===== src/verilog/serdes_cfg_pkg.sv =====
// constants for the serdes configuration register bank
// assumes a clause 45 management frame engine in front of the registers
package serdes_cfg_pkg;
  localparam logic [15:0] ADDR_CTRL = 16'h0000;
  localparam logic [15:0] ADDR_CFG2 = 16'h8085;
  localparam logic [15:0] ADDR_LANE_EN = 16'h8086;
  localparam logic [15:0] ADDR_PLL = 16'h8087;
  localparam logic [15:0] ADDR_STATUS = 16'h8088;
  localparam logic [15:0] ADDR_FAIL = 16'h8089;
  localparam logic [15:0] ADDR_REDUN = 16'h808B;

  localparam logic [15:0] CTRL_RESET = 16'h0000;
  localparam logic [15:0] CFG2_RESET = 16'h0A00;
  localparam logic [15:0] LANE_EN_RESET = 16'hFFFF;
  localparam logic [15:0] PLL_RESET = 16'h8000;
  localparam logic [15:0] FAIL_RESET = 16'h8000;
  localparam logic [15:0] REDUN_RESET = 16'h0000;
  localparam logic [15:0] STATUS_FIXED = 16'h0000;

  localparam logic [15:0] CTRL_MASK = 16'h0803;
  localparam logic [15:0] CFG2_MASK = 16'hFF00;
  localparam logic [15:0] PLL_MASK = 16'h8000;
  localparam logic [15:0] FAIL_MASK = 16'h8000;
  localparam logic [15:0] REDUN_MASK = 16'h0008;

  localparam int CTRL_PD_BIT = 11;
  localparam int CTRL_PD_A_BIT = 0;
  localparam int CTRL_PD_B_BIT = 1;
  localparam int JOG_BIT = 15;
  localparam int RATE_LO = 13;
  localparam int WIDTH_BIT = 12;
  localparam int LBW_BIT = 11;
  localparam int MUL_LO = 8;
  localparam int PLL_EN_BIT = 15;
  localparam int FAIL_SEL_BIT = 15;
  localparam int PRIMARY_BIT = 3;
  localparam int TX_LO = 8;
  localparam int RX_LO = 0;

  localparam logic [1:0] RATE_RESERVED = 2'h3;
  localparam logic [2:0] MUL_RESERVED = 3'h7;

  localparam logic [4:0] DEVAD_A = 5'h04;
  localparam logic [4:0] DEVAD_B = 5'h05;
  localparam logic [1:0] OP_ADDR = 2'h0;
  localparam logic [1:0] OP_WRITE = 2'h1;
  localparam logic [1:0] OP_RDINC = 2'h2;
  localparam logic [5:0] PREAMBLE_LEN = 6'h20;
  localparam logic [4:0] HDR_LAST = 5'h0D;
  localparam logic [4:0] DATA_LAST = 5'h0F;
endpackage


===== src/verilog/serdes_config_register_bank.sv =====
// serdes configuration registers behind a clause 45 management slave
// assumes mdc and mdio arrive as pins; the station samples mdio on mdc rise
//
// Summary of operation
// - jog mode: input pulses jog, else level enables alignment
// - rate field: full, half, quarter; 11 reserved
// - width bit: clear 10-bit, set 8-bit
// - loop bandwidth bit: 0 high, 1 low
// - multiplier codes 5,25,10,15,4,20,8; 111 reserved
// - enable bits 15:8 gate transmit pairs
// - enable bits 7:0 gate receive pairs
// - global power-down disables all lanes
// - side power-down disables its four lanes
// - power-down overrides per-lane enable bits
// - low nibbles side a, high nibbles side b
// - comma-detect status bits read fixed value
// - loss-of-link status bits read fixed value
// - fail select routes a test failure source
// - primary select: set side a, clear b
`timescale 1ns/1ps
module serdes_config_register_bank #(
  parameter logic [4:0] PORT_ADDR = 5'h00
) (
  input wire logic clk,
  input wire logic sys_rst,
  input wire logic mdc,
  input wire logic mdioIn,
  output logic mdioOut,
  output logic mdioOe,
  input wire logic [7:0] perLaneAlignControl,
  input wire logic [1:0] testFailSrc,
  output logic [7:0] commaAlignEn,
  output logic [7:0] alignJog,
  output logic jogModeSelect,
  output logic [1:0] serialRateSelect,
  output logic byteWidthSelect,
  output logic loopBandwidthLow,
  output logic [2:0] multiplierSelect,
  output logic [4:0] multFactor,
  output logic pllEnable,
  output logic serdesPowerDown,
  output logic [7:0] txPairEn,
  output logic [7:0] rxPairEn,
  output logic primarySideA,
  output logic failOut
);
  typedef enum logic [1:0] {PRE, HDR, TURN, DATA} frame_t;

  frame_t state_r;
  logic [9:0] pinRaw;
  logic [9:0] pinSync;
  logic mdcS;
  logic mdioS;
  logic [7:0] jogS;
  logic mdcPrev_r;
  logic mdcRise;
  logic [5:0] preCnt_r;
  logic [4:0] bitCnt_r;
  logic [15:0] shift_r;
  logic [15:0] rdShift_r;
  logic [15:0] addr_r;
  logic [1:0] op_r;
  logic [13:0] hdrWord;
  logic hdrMatch;
  logic [15:0] wrData;
  logic wrEn;
  logic [15:0] rdWord;
  logic [15:0] ctrl_r;
  logic [15:0] cfg2_r;
  logic [15:0] laneEn_r;
  logic [15:0] pll_r;
  logic [15:0] fail_r;
  logic [15:0] redun_r;
  logic [1:0] rateNxt;
  logic [2:0] mulNxt;
  logic [7:0] jogPrev_r;
  logic [7:0] commaAlignEn_r;
  logic [7:0] alignJog_r;
  logic [4:0] multFactor_r;
  logic failOut_r;

  function automatic logic [4:0] mulFactor(input logic [2:0] code);
    case (code)
      3'h0: mulFactor = 5'h05;
      3'h1: mulFactor = 5'h19;
      3'h2: mulFactor = 5'h0A;
      3'h3: mulFactor = 5'h0F;
      3'h4: mulFactor = 5'h04;
      3'h5: mulFactor = 5'h14;
      3'h6: mulFactor = 5'h08;
      default: mulFactor = 5'h00;
    endcase
  endfunction

  assign pinRaw = {perLaneAlignControl, mdioIn, mdc};

  pin_sync #(.WIDTH(10)) uSync (
    .clk(clk),
    .sys_rst(sys_rst),
    .pinIn(pinRaw),
    .pinOut(pinSync)
  );

  assign mdcS = pinSync[0];
  assign mdioS = pinSync[1];
  assign jogS = pinSync[9:2];
  assign mdcRise = mdcS & ~mdcPrev_r;

  // header bits: st(2) op(2) port(5) devad(5); the first st bit is the zero that ended the preamble
  assign hdrWord = {shift_r[12:0], mdioS};
  assign hdrMatch = hdrWord[13:12] == 2'h0 && hdrWord[9:5] == PORT_ADDR &&
    (hdrWord[4:0] == serdes_cfg_pkg::DEVAD_A || hdrWord[4:0] == serdes_cfg_pkg::DEVAD_B);
  assign wrData = {shift_r[14:0], mdioS};
  assign wrEn = mdcRise && state_r == DATA && bitCnt_r == serdes_cfg_pkg::DATA_LAST &&
    op_r == serdes_cfg_pkg::OP_WRITE;

  always_comb begin
    unique case (addr_r)
      serdes_cfg_pkg::ADDR_CTRL: rdWord = ctrl_r;
      serdes_cfg_pkg::ADDR_CFG2: rdWord = cfg2_r;
      serdes_cfg_pkg::ADDR_LANE_EN: rdWord = laneEn_r;
      serdes_cfg_pkg::ADDR_PLL: rdWord = pll_r;
      serdes_cfg_pkg::ADDR_STATUS: rdWord = serdes_cfg_pkg::STATUS_FIXED;
      serdes_cfg_pkg::ADDR_FAIL: rdWord = fail_r;
      serdes_cfg_pkg::ADDR_REDUN: rdWord = redun_r;
      default: rdWord = 16'h0000;
    endcase
  end

  // frame engine, advanced once per synchronised mdc rise
  always_ff @(posedge clk) begin
    if (sys_rst) begin
      mdcPrev_r <= 1'b0;
      state_r <= PRE;
      preCnt_r <= '0;
      bitCnt_r <= '0;
      shift_r <= '0;
      rdShift_r <= '0;
      op_r <= '0;
      addr_r <= '0;
      mdioOut <= 1'b1;
      mdioOe <= 1'b0;
    end else begin
      mdcPrev_r <= mdcS;
      if (mdcRise) begin
        unique case (state_r)
          PRE: begin
            if (mdioS) begin
              if (preCnt_r != serdes_cfg_pkg::PREAMBLE_LEN) preCnt_r <= preCnt_r + 6'h01;
            end else if (preCnt_r == serdes_cfg_pkg::PREAMBLE_LEN) begin
              state_r <= HDR;
              bitCnt_r <= 5'h01;
              shift_r <= '0;
            end else begin
              preCnt_r <= '0;
            end
          end
          HDR: begin
            shift_r <= wrData;
            bitCnt_r <= bitCnt_r + 5'h01;
            if (bitCnt_r == serdes_cfg_pkg::HDR_LAST) begin
              bitCnt_r <= '0;
              preCnt_r <= '0;
              op_r <= hdrWord[11:10];
              rdShift_r <= rdWord;
              state_r <= hdrMatch ? TURN : PRE;
            end
          end
          TURN: begin
            bitCnt_r <= bitCnt_r + 5'h01;
            if (op_r[1] && bitCnt_r == 5'h00) begin
              mdioOe <= 1'b1;
              mdioOut <= 1'b0;
            end
            if (bitCnt_r == 5'h01) begin
              state_r <= DATA;
              bitCnt_r <= '0;
              if (op_r[1]) begin
                mdioOut <= rdShift_r[15];
                rdShift_r <= {rdShift_r[14:0], 1'b0};
              end
            end
          end
          DATA: begin
            shift_r <= wrData;
            bitCnt_r <= bitCnt_r + 5'h01;
            if (op_r[1]) begin
              mdioOut <= rdShift_r[15];
              rdShift_r <= {rdShift_r[14:0], 1'b0};
            end
            if (bitCnt_r == serdes_cfg_pkg::DATA_LAST) begin
              state_r <= PRE;
              mdioOe <= 1'b0;
              mdioOut <= 1'b1;
              if (op_r == serdes_cfg_pkg::OP_ADDR) addr_r <= wrData;
              if (op_r == serdes_cfg_pkg::OP_RDINC) addr_r <= addr_r + 16'h0001;
            end
          end
        endcase
      end
    end
  end

  // reserved codes are refused: the field keeps its previous value
  assign rateNxt = (wrData[14:13] == serdes_cfg_pkg::RATE_RESERVED) ? cfg2_r[14:13] : wrData[14:13];
  assign mulNxt = (wrData[10:8] == serdes_cfg_pkg::MUL_RESERVED) ? cfg2_r[10:8] : wrData[10:8];

  always_ff @(posedge clk) begin
    if (sys_rst) begin
      ctrl_r <= serdes_cfg_pkg::CTRL_RESET;
      cfg2_r <= serdes_cfg_pkg::CFG2_RESET;
      laneEn_r <= serdes_cfg_pkg::LANE_EN_RESET;
      pll_r <= serdes_cfg_pkg::PLL_RESET;
      fail_r <= serdes_cfg_pkg::FAIL_RESET;
      redun_r <= serdes_cfg_pkg::REDUN_RESET;
    end else if (wrEn) begin
      if (addr_r == serdes_cfg_pkg::ADDR_CTRL) ctrl_r <= wrData & serdes_cfg_pkg::CTRL_MASK;
      if (addr_r == serdes_cfg_pkg::ADDR_CFG2)
        cfg2_r <= {wrData[15], rateNxt, wrData[12:11], mulNxt, 8'h00} & serdes_cfg_pkg::CFG2_MASK;
      if (addr_r == serdes_cfg_pkg::ADDR_LANE_EN) laneEn_r <= wrData;
      if (addr_r == serdes_cfg_pkg::ADDR_PLL) pll_r <= wrData & serdes_cfg_pkg::PLL_MASK;
      if (addr_r == serdes_cfg_pkg::ADDR_FAIL) fail_r <= wrData & serdes_cfg_pkg::FAIL_MASK;
      if (addr_r == serdes_cfg_pkg::ADDR_REDUN) redun_r <= wrData & serdes_cfg_pkg::REDUN_MASK;
    end
  end

  assign jogModeSelect = cfg2_r[serdes_cfg_pkg::JOG_BIT];
  assign serialRateSelect = cfg2_r[serdes_cfg_pkg::RATE_LO+:2];
  assign byteWidthSelect = cfg2_r[serdes_cfg_pkg::WIDTH_BIT];
  assign loopBandwidthLow = cfg2_r[serdes_cfg_pkg::LBW_BIT];
  assign multiplierSelect = cfg2_r[serdes_cfg_pkg::MUL_LO+:3];
  assign pllEnable = pll_r[serdes_cfg_pkg::PLL_EN_BIT];
  assign serdesPowerDown = ctrl_r[serdes_cfg_pkg::CTRL_PD_BIT];
  assign primarySideA = redun_r[serdes_cfg_pkg::PRIMARY_BIT];
  assign commaAlignEn = commaAlignEn_r;
  assign alignJog = alignJog_r;
  assign multFactor = multFactor_r;
  assign failOut = failOut_r;

  // in jog mode the alignment enables hold their last level
  always_ff @(posedge clk) begin
    if (sys_rst) begin
      jogPrev_r <= '0;
      commaAlignEn_r <= '0;
      alignJog_r <= '0;
      multFactor_r <= '0;
      failOut_r <= 1'b0;
    end else begin
      jogPrev_r <= jogS;
      commaAlignEn_r <= jogModeSelect ? commaAlignEn_r : jogS;
      alignJog_r <= jogModeSelect ? (jogS & ~jogPrev_r) : 8'h00;
      multFactor_r <= mulFactor(multiplierSelect);
      failOut_r <= fail_r[serdes_cfg_pkg::FAIL_SEL_BIT] ? testFailSrc[1] : testFailSrc[0];
    end
  end

  lane_power_gate #(.LANES(8)) uGate (
    .clk(clk),
    .sys_rst(sys_rst),
    .laneEnable(laneEn_r),
    .globalPd(serdesPowerDown),
    .sidePdA(ctrl_r[serdes_cfg_pkg::CTRL_PD_A_BIT]),
    .sidePdB(ctrl_r[serdes_cfg_pkg::CTRL_PD_B_BIT]),
    .txPairEn(txPairEn),
    .rxPairEn(rxPairEn)
  );
endmodule


===== src/verilog/pin_sync.sv =====
// three-stage pin synchroniser with agreement filter
// assumes asynchronous pins; output moves only when stages two and three agree
`timescale 1ns/1ps
module pin_sync #(
  parameter int WIDTH = 10
) (
  input wire logic clk,
  input wire logic sys_rst,
  input wire logic [WIDTH-1:0] pinIn,
  output logic [WIDTH-1:0] pinOut
);
  logic [WIDTH-1:0] s1_r;
  logic [WIDTH-1:0] s2_r;
  logic [WIDTH-1:0] s3_r;
  logic [WIDTH-1:0] agree;

  if (WIDTH < 1) begin : g_bad_width
    $error("pin_sync needs at least one bit");
  end

  assign agree = ~(s2_r ^ s3_r);

  always_ff @(posedge clk) begin
    if (sys_rst) begin
      s1_r <= '0;
      s2_r <= '0;
      s3_r <= '0;
      pinOut <= '0;
    end else begin
      s1_r <= pinIn;
      s2_r <= s1_r;
      s3_r <= s2_r;
      pinOut <= (agree & s2_r) | (~agree & pinOut);
    end
  end
endmodule


===== src/verilog/lane_power_gate.sv =====
// per-lane transmit and receive pair enables after power-down gating
// assumes enables and power-down levels come from registers on clk
`timescale 1ns/1ps
module lane_power_gate #(
  parameter int LANES = 8
) (
  input wire logic clk,
  input wire logic sys_rst,
  input wire logic [2*LANES-1:0] laneEnable,
  input wire logic globalPd,
  input wire logic sidePdA,
  input wire logic sidePdB,
  output logic [LANES-1:0] txPairEn,
  output logic [LANES-1:0] rxPairEn
);
  localparam int HALF = LANES / 2;
  logic [LANES-1:0] laneOff;

  if (LANES % 2 != 0 || LANES < 2) begin : g_bad_lanes
    $error("lane count must be even");
  end

  // side a owns the low half of the lanes, side b the high half
  for (genvar i = 0; i < LANES; i++) begin : g_off
    assign laneOff[i] = globalPd | ((i < HALF) ? sidePdA : sidePdB);
  end

  always_ff @(posedge clk) begin
    if (sys_rst) begin
      txPairEn <= '1;
      rxPairEn <= '1;
    end else begin
      txPairEn <= laneEnable[2*LANES-1:LANES] & ~laneOff;
      rxPairEn <= laneEnable[LANES-1:0] & ~laneOff;
    end
  end
endmodule


===== config.mk =====
export PLATFORM = sky130hd
export DESIGN_NAME = serdes_config_register_bank
export DESIGN_NICKNAME = d
export VERILOG_FILES = /design/src/verilog/serdes_cfg_pkg.sv /design/src/verilog/serdes_config_register_bank.sv /design/src/verilog/pin_sync.sv /design/src/verilog/lane_power_gate.sv
export SDC_FILE = /design/constraint.sdc
export NUM_CORES = 1
export LEC_CHECK = 0
export BUFFER_PORTS_ARGS = -buffer_cell sky130_fd_sc_hd__buf_2
export CAP_MARGIN = 15
export CELL_PAD_IN_SITES_DETAIL_PLACEMENT = 2
export CELL_PAD_IN_SITES_GLOBAL_PLACEMENT = 2
export CORE_ASPECT_RATIO = 0.7
export CORE_UTILIZATION = 30
export CTS_CLUSTER_DIAMETER = 40
export DETAILED_ROUTE_END_ITERATION = 8
export GPL_TIMING_DRIVEN = 0
export PLACE_DENSITY_LB_ADDON = 0.1
export REMOVE_ABC_BUFFERS = 1
export SLEW_MARGIN = 20
export SYNTH_ARGS = -nofsm -noshare
export SYNTH_HDL_FRONTEND = slang
export SYNTH_SLANG_ARGS = --single-unit

===== constraint.sdc =====
create_clock -name clk -period 4.5 [get_ports clk]
set_input_delay 0.45 -clock clk [delete_from_list [all_inputs] [get_ports clk]]
set_output_delay 0.45 -clock clk [all_outputs]
set_load 0.05 [all_outputs]

After elaboration in Yosys (flattened, before gate mapping):

Cells that the tools add are included.

* register bits: 181
* input port bits: 14
* output and inout bits: 51
* word-level logic and storage cells: 160

* $add $sub $neg: 3
* equality and inequality tests: 34
* multiplexer cells: 38
* bitwise gates (word level): 18
* reductions and logical operators: 38

Operators with widths (count)
* case mux 16 bit (6 select lines): 1
* equality test 16 bit (second input constant): 5
* two-way mux 16 bit: 5
* case mux 16 bit (3 select lines): 1
* case mux 5 bit (7 select lines): 1
* two-way mux 15 bit: 2
* case mux 15 bit (2 select lines): 1
* AND 8 bit: 3
* two-way mux 6 bit: 4
* AND 10 bit: 2
* two-way mux 5 bit: 4
* NOT 10 bit: 2
* case mux 5 bit (4 select lines): 1
* adder 16 x 1 -> 16 bit (second input constant): 1
* zero test 16 bit: 1
* NOT 8 bit: 2
* AND reduction 4 bit: 4
* AND reduction 3 bit: 5
* equality test 3 bit (second input constant): 4
* two-way mux 2 bit: 6
* case mux 6 bit (2 select lines): 1
* AND reduction 2 bit: 6
* equality test 5 x 3 -> 1 bit (second input constant): 2
* equality test 5 x 4 -> 1 bit (second input constant): 2
* 31 further kinds: 65

Depth between registers and ports, before layout:

* depth after elaboration: 6
* depth in mapped cells: 10
* mapped depth without buffers: 8

Modules after synthesis:

A second synthesis with hierarchy kept.

* cell total of the unflattened synthesis: 792
* area total of the unflattened synthesis: 7259.5 µm²

Modules (own cells, without submodules)
* serdes_config_register_bank: times used 1, cells an instance 652, area an instance 5627.9 µm², sequential area each 2502.4 µm²
* pin_sync: times used 1, cells an instance 104, area an instance 1146.1 µm², sequential area each 800.8 µm²
* lane_power_gate: times used 1, cells an instance 36, area an instance 485.5 µm², sequential area each 320.3 µm²

Least setup slack after synthesis:

Ideal clock, no wire load.

* kind: register to register
* start point: reg bitCnt_r[0]
* end point: reg laneEn_r[10]
* library setup time: 0.129 ns
* arrival: 2.444 ns
* required time: 4.371 ns
* setup slack: 1.927 ns
* cell stages (with the launch flop): 11
* path buffers: 2
* period minus slack after synthesis: 2.573 ns
* path through: dfxtp_1 > ha_1 > and3_1 > ha_1 > nand3_1 > or4_1 > buf_2 > nor4_4 > buf_6 > mux2i_1 > nand2_1

* word-level cells in the longest chain between the ends: 4

Ends and longest elaborated chain
* from (decl): line serdes_config_register_bank.sv:58 `logic [4:0] bitCnt_r;`
* from (signal assigned): line serdes_config_register_bank.sv:160 `bitCnt_r <= bitCnt_r + 5'h01;`
* from (signal assigned): line serdes_config_register_bank.sv:170 `bitCnt_r <= bitCnt_r + 5'h01;`
* from (signal assigned): line serdes_config_register_bank.sv:186 `bitCnt_r <= bitCnt_r + 5'h01;`
* equality test 5 x 4 -> 1 bit: line serdes_config_register_bank.sv:114 `assign wrEn = mdcRise && state_r == DATA && bitCnt_r == serdes_cfg_pkg::DATA_LAST &&`
* logical AND 1 bit (2 in a row): line serdes_config_register_bank.sv:114
* AND reduction 2 bit (no source line)
* to (signal assigned): line serdes_config_register_bank.sv:212 `laneEn_r <= serdes_cfg_pkg::LANE_EN_RESET;`
* to (signal assigned): line serdes_config_register_bank.sv:220 `if (addr_r == serdes_cfg_pkg::ADDR_LANE_EN) laneEn_r <= wrData;`
* to (decl): line serdes_config_register_bank.sv:70 `logic [15:0] laneEn_r;`

No other way between the ends.
A chain may end at the register's enable or synchronous reset.

Final worst setup path:

* start point: reg bitCnt_r[1]
* end point: reg laneEn_r[2]

Same word-level chain as after synthesis.

==> impl_results.md <==
- Power after layout: 3129 uW
- Placeable Area: 23760 sq um
- Layout cell share with drive strength beyond 1: 0.1429
- Post-synthesis cell type count: 60
- Initial Utilization: 0.3069
- Vias in the first global route: 6615
- Worst-path maximum fanout: 7
- Seq/Total Area, Yosys: 0.4969
- Synth Register Bits: 181
- Mean area per synthesized cell: 9.036 sq um
- Required time of the critical path: 4790 ps
- Number of placed I/O pins: 65
- 1st-iter DRT viols: 181
- Final worst-path setup slack: 1210 ps
- Final global-route overflow total: 0
- Final-report max-slew violation count: 0
- Synth top area share: 0.4969
- Largest net degree at the start of global routing: 68
- Synth Flop Type: dfxtp_1
- Number of levels the H-tree was split into: 4
- Number of instances in the synthesized netlist: 807
- Post-layout min period: 3290 ps
- Family with the most delay on the worst path: simple AND/OR/NAND/NOR gates
- Type of origin of the critical path: register
- Max frequency: 0.3040 GHz
- Total of warnings raised by yosys: 0
- Number of buffers added by the clock tree synthesis step: 17
- Area enclosed by the die boundary: 24940 sq um
- Clock Skews: 18.00 ps
- Setup_tns: 0 ps
- Global-route usage over all layers: 0.1913
- Area of the mapped netlist: 7292 sq um
- Clk Latency, worst-skew pair: 440 ps
- Total half-perimeter wirelength after legalization and detailed placement: 15.96 mm
- Number of resized instances in the post-cts repair step: 0
- Cell with the largest stage delay on the worst path: or4_1
- Most used cell, CP: ha_1
- Port buffer count: 64
- Outcome: completed
- Worst slack at placement: 1226 ps
- Synth-to-Final Area Change: 15.63%
- # rows: 47
- Quantity of hold-fixing buffers added after cts: 0
- Width of the chip: 188.3 um
- Die boundary height: 132.4 um
- Rel. slew slack: 0.3254
- Worst slew pin tran: 1011 ps
- Global-route wire length before repair: 37.07 mm
- Largest stage delay on the critical path: 740 ps
- Cell at the root of the clock tree: clkbuf_16
- Hold/Removal Path Class: input port to register
- Top cells by instance count after synthesis: 181 x dfxtp_1, 120 x nand2_1, 67 x nor2_1
- Static leakage: 0.003005 uW
- Post-route clock period utilization: 0.7310
- Tightest hold margin: 216.3 ps
- Drt pass-1 iters: 4
- Post-CTS setup-driven buffer insertion count: 0
- Series of cell instances along the critical path: ha_1, and3_1, ha_1, nand3_1, or4_1, nor4_4, buf_6, mux2i_1, nand2_1
- Worst setup path category: register to register
- Clock tree from TritonCTS: built
- Placer Congestion: 0.8195
- Number of buffers on the longest clock path: 2
- Peak supply drop: 0.0002608 V
- Final setup violation count: 0
- Count of buffering cells on the critical path with inverters included: 1
- Post-synth EDFFs: 0
- Average vias per placed instance: 5.199
- Antenna violations before repair: 0
- Largest area contributor in the netlist: dfxtp_1
- Final Hold Violating Endpoints: 0
- Most area-consuming cells after synthesis: dfxtp_1 50%, nand2_1 6.2%, mux2i_1 4.7%
- Post-Route Utilization: 0.3549
- Worst endpoint data arrival time: 3580 ps
- RSZ-0062 raised after global routing: false
- Sink count of the clock tree: 181
- Nets: 865
- Number of nets with antenna violations after detailed routing: 0
- Via total after detailed routing: 6093
- Share of flip-flops with an asynchronous set or reset after synthesis: 0
- Final Routed Wirelength: 22.76 mm
- P per Cell Area: 371.0 nW/um^2
- Remaining DRCs: 0
- Number of fill cells: 2652
- Antenna Cells: 0
- Clock-pin slew on the worst setup and hold paths: 70 ps
- Number of violations of the max-capacitance limit: 0
- Count leader, synth: dfxtp_1
- Routed wire per std cell: 19.42 um
- Endpoint kind of the worst setup timing path: register
-- final cells by class --
| class | count | area (sq um) | area share |
|---|---|---|---|
| clock buffer | 20 | 456.7 | 0.05416 |
| clock inverter | 12 | 105.1 | 0.01246 |
| inverter | 17 | 65.06 | 0.007716 |
| multi-input combinational | 555 | 3393 | 0.4024 |
| sequential | 181 | 3625 | 0.4299 |
| tap | 318 | 397.9 | 0.04719 |
| timing repair buffer | 69 | 389.1 | 0.04615 |
-- final timing paths --
path / startpoint / slack [ps] / cells after the start / to
min: perLaneAlignControl[7] / 220 / 2 / uSync.s1_r[9]
min reg2reg: jogPrev_r[7] / 390 / 1 / alignJog[7]
max reg2reg: bitCnt_r[1] / 1210 / 9 / laneEn_r[2]
max: bitCnt_r[1] / 1210 / 9 / laneEn_r[2]
-- cell usage in the layout (no fill, tap or decap), types with 6 or more instances in the layout --
cell type,Yosys,final
nor2_1,67,66
a21oi_1,38,38
clkbuf_16,0,17
buf_2,6,64
nand2b_1,6,6
nand3_1,15,15
and3_1,7,7
nor3b_1,19,19
inv_1,16,16
a311oi_1,6,6
o21ai_0,31,31
dfxtp_1,181,180
nand2_1,120,120
o22ai_1,10,10
a211oi_1,11,11
mux2i_1,34,34
a22oi_1,18,18
nor3_1,17,16
a221oi_1,8,8
ha_1,10,10
nor4_1,14,13
nor2b_1,42,42
-- per-layer routing --
metal / share of wire / global-route usage / vias up
met3: 0.031 / 0.03740 / 19
met4: 0.011 / 0.05287 / 0
met5: 0 / 0 / -
met1: 0.49 / 0.2597 / 3070
li1: - / - / 2919
met2: 0.46 / 0.3091 / 85
-- kinds of logic (layout without fill, tap and decap cells) --
group | Yosys count | count (layout) | share of synthesized area
AOI/OAI and AO/OA | 152 | 152 | 0.1378
xor gates and xnor gates | 4 | 4 | 0.004805
muxes | 34 | 34 | 0.04667
DFF | 181 | 181 | 0.4969
and+or+nand+nor | 355 | 355 | 0.2570
buffers and inverters | 71 | 118 | 0.03964
adders and majority gates | 10 | 10 | 0.01716
-- stage by stage --
step                      std cells  instance area (sq um)
after CTS                      1172                   8429
after global placement         1135                   7785
after detailed placement       1140                   7868
final                          1172                   8432
after floorplan                 753                   7067
after global routing           1172                   8432
-- worst reg2reg max path, delay by kind of cell, from the launching register on --
| family | cells | cell delay, ps |
|---|---|---|
| flip-flops | 1 | 390 |
| adder cells (fa/ha/maj) | 2 | 490 |
| buffers and inverters | 1 | 230 |
| multiplexers | 1 | 210 |
| AND/OR/NAND/NOR | 5 | 1820 |
-- registers in the layout (all words and copies together), names as in the netlist, 3 cells and up, named ones only --
register / count
uSync.s2_r: 10
uGate.txPairEn: 8
ctrl_r: 3
multFactor: 5
uSync.s1_r: 10
uSync.s3_r: 10
rdShift_r: 16
cfg2_r: 8
shift_r: 15
bitCnt_r: 5
commaAlignEn: 8
laneEn_r: 16
addr_r: 16
uGate.rxPairEn: 8
preCnt_r: 6
jogPrev_r: 8
alignJog: 8
-- where the power goes --
part	switching, uW	internal [uW]	total [uW]
clock	665	790	1450
sequential	5.03	1610	1620
combinational	38.3	16.4	54.7
No activity file was read; power rests on OpenSTA's default activity.
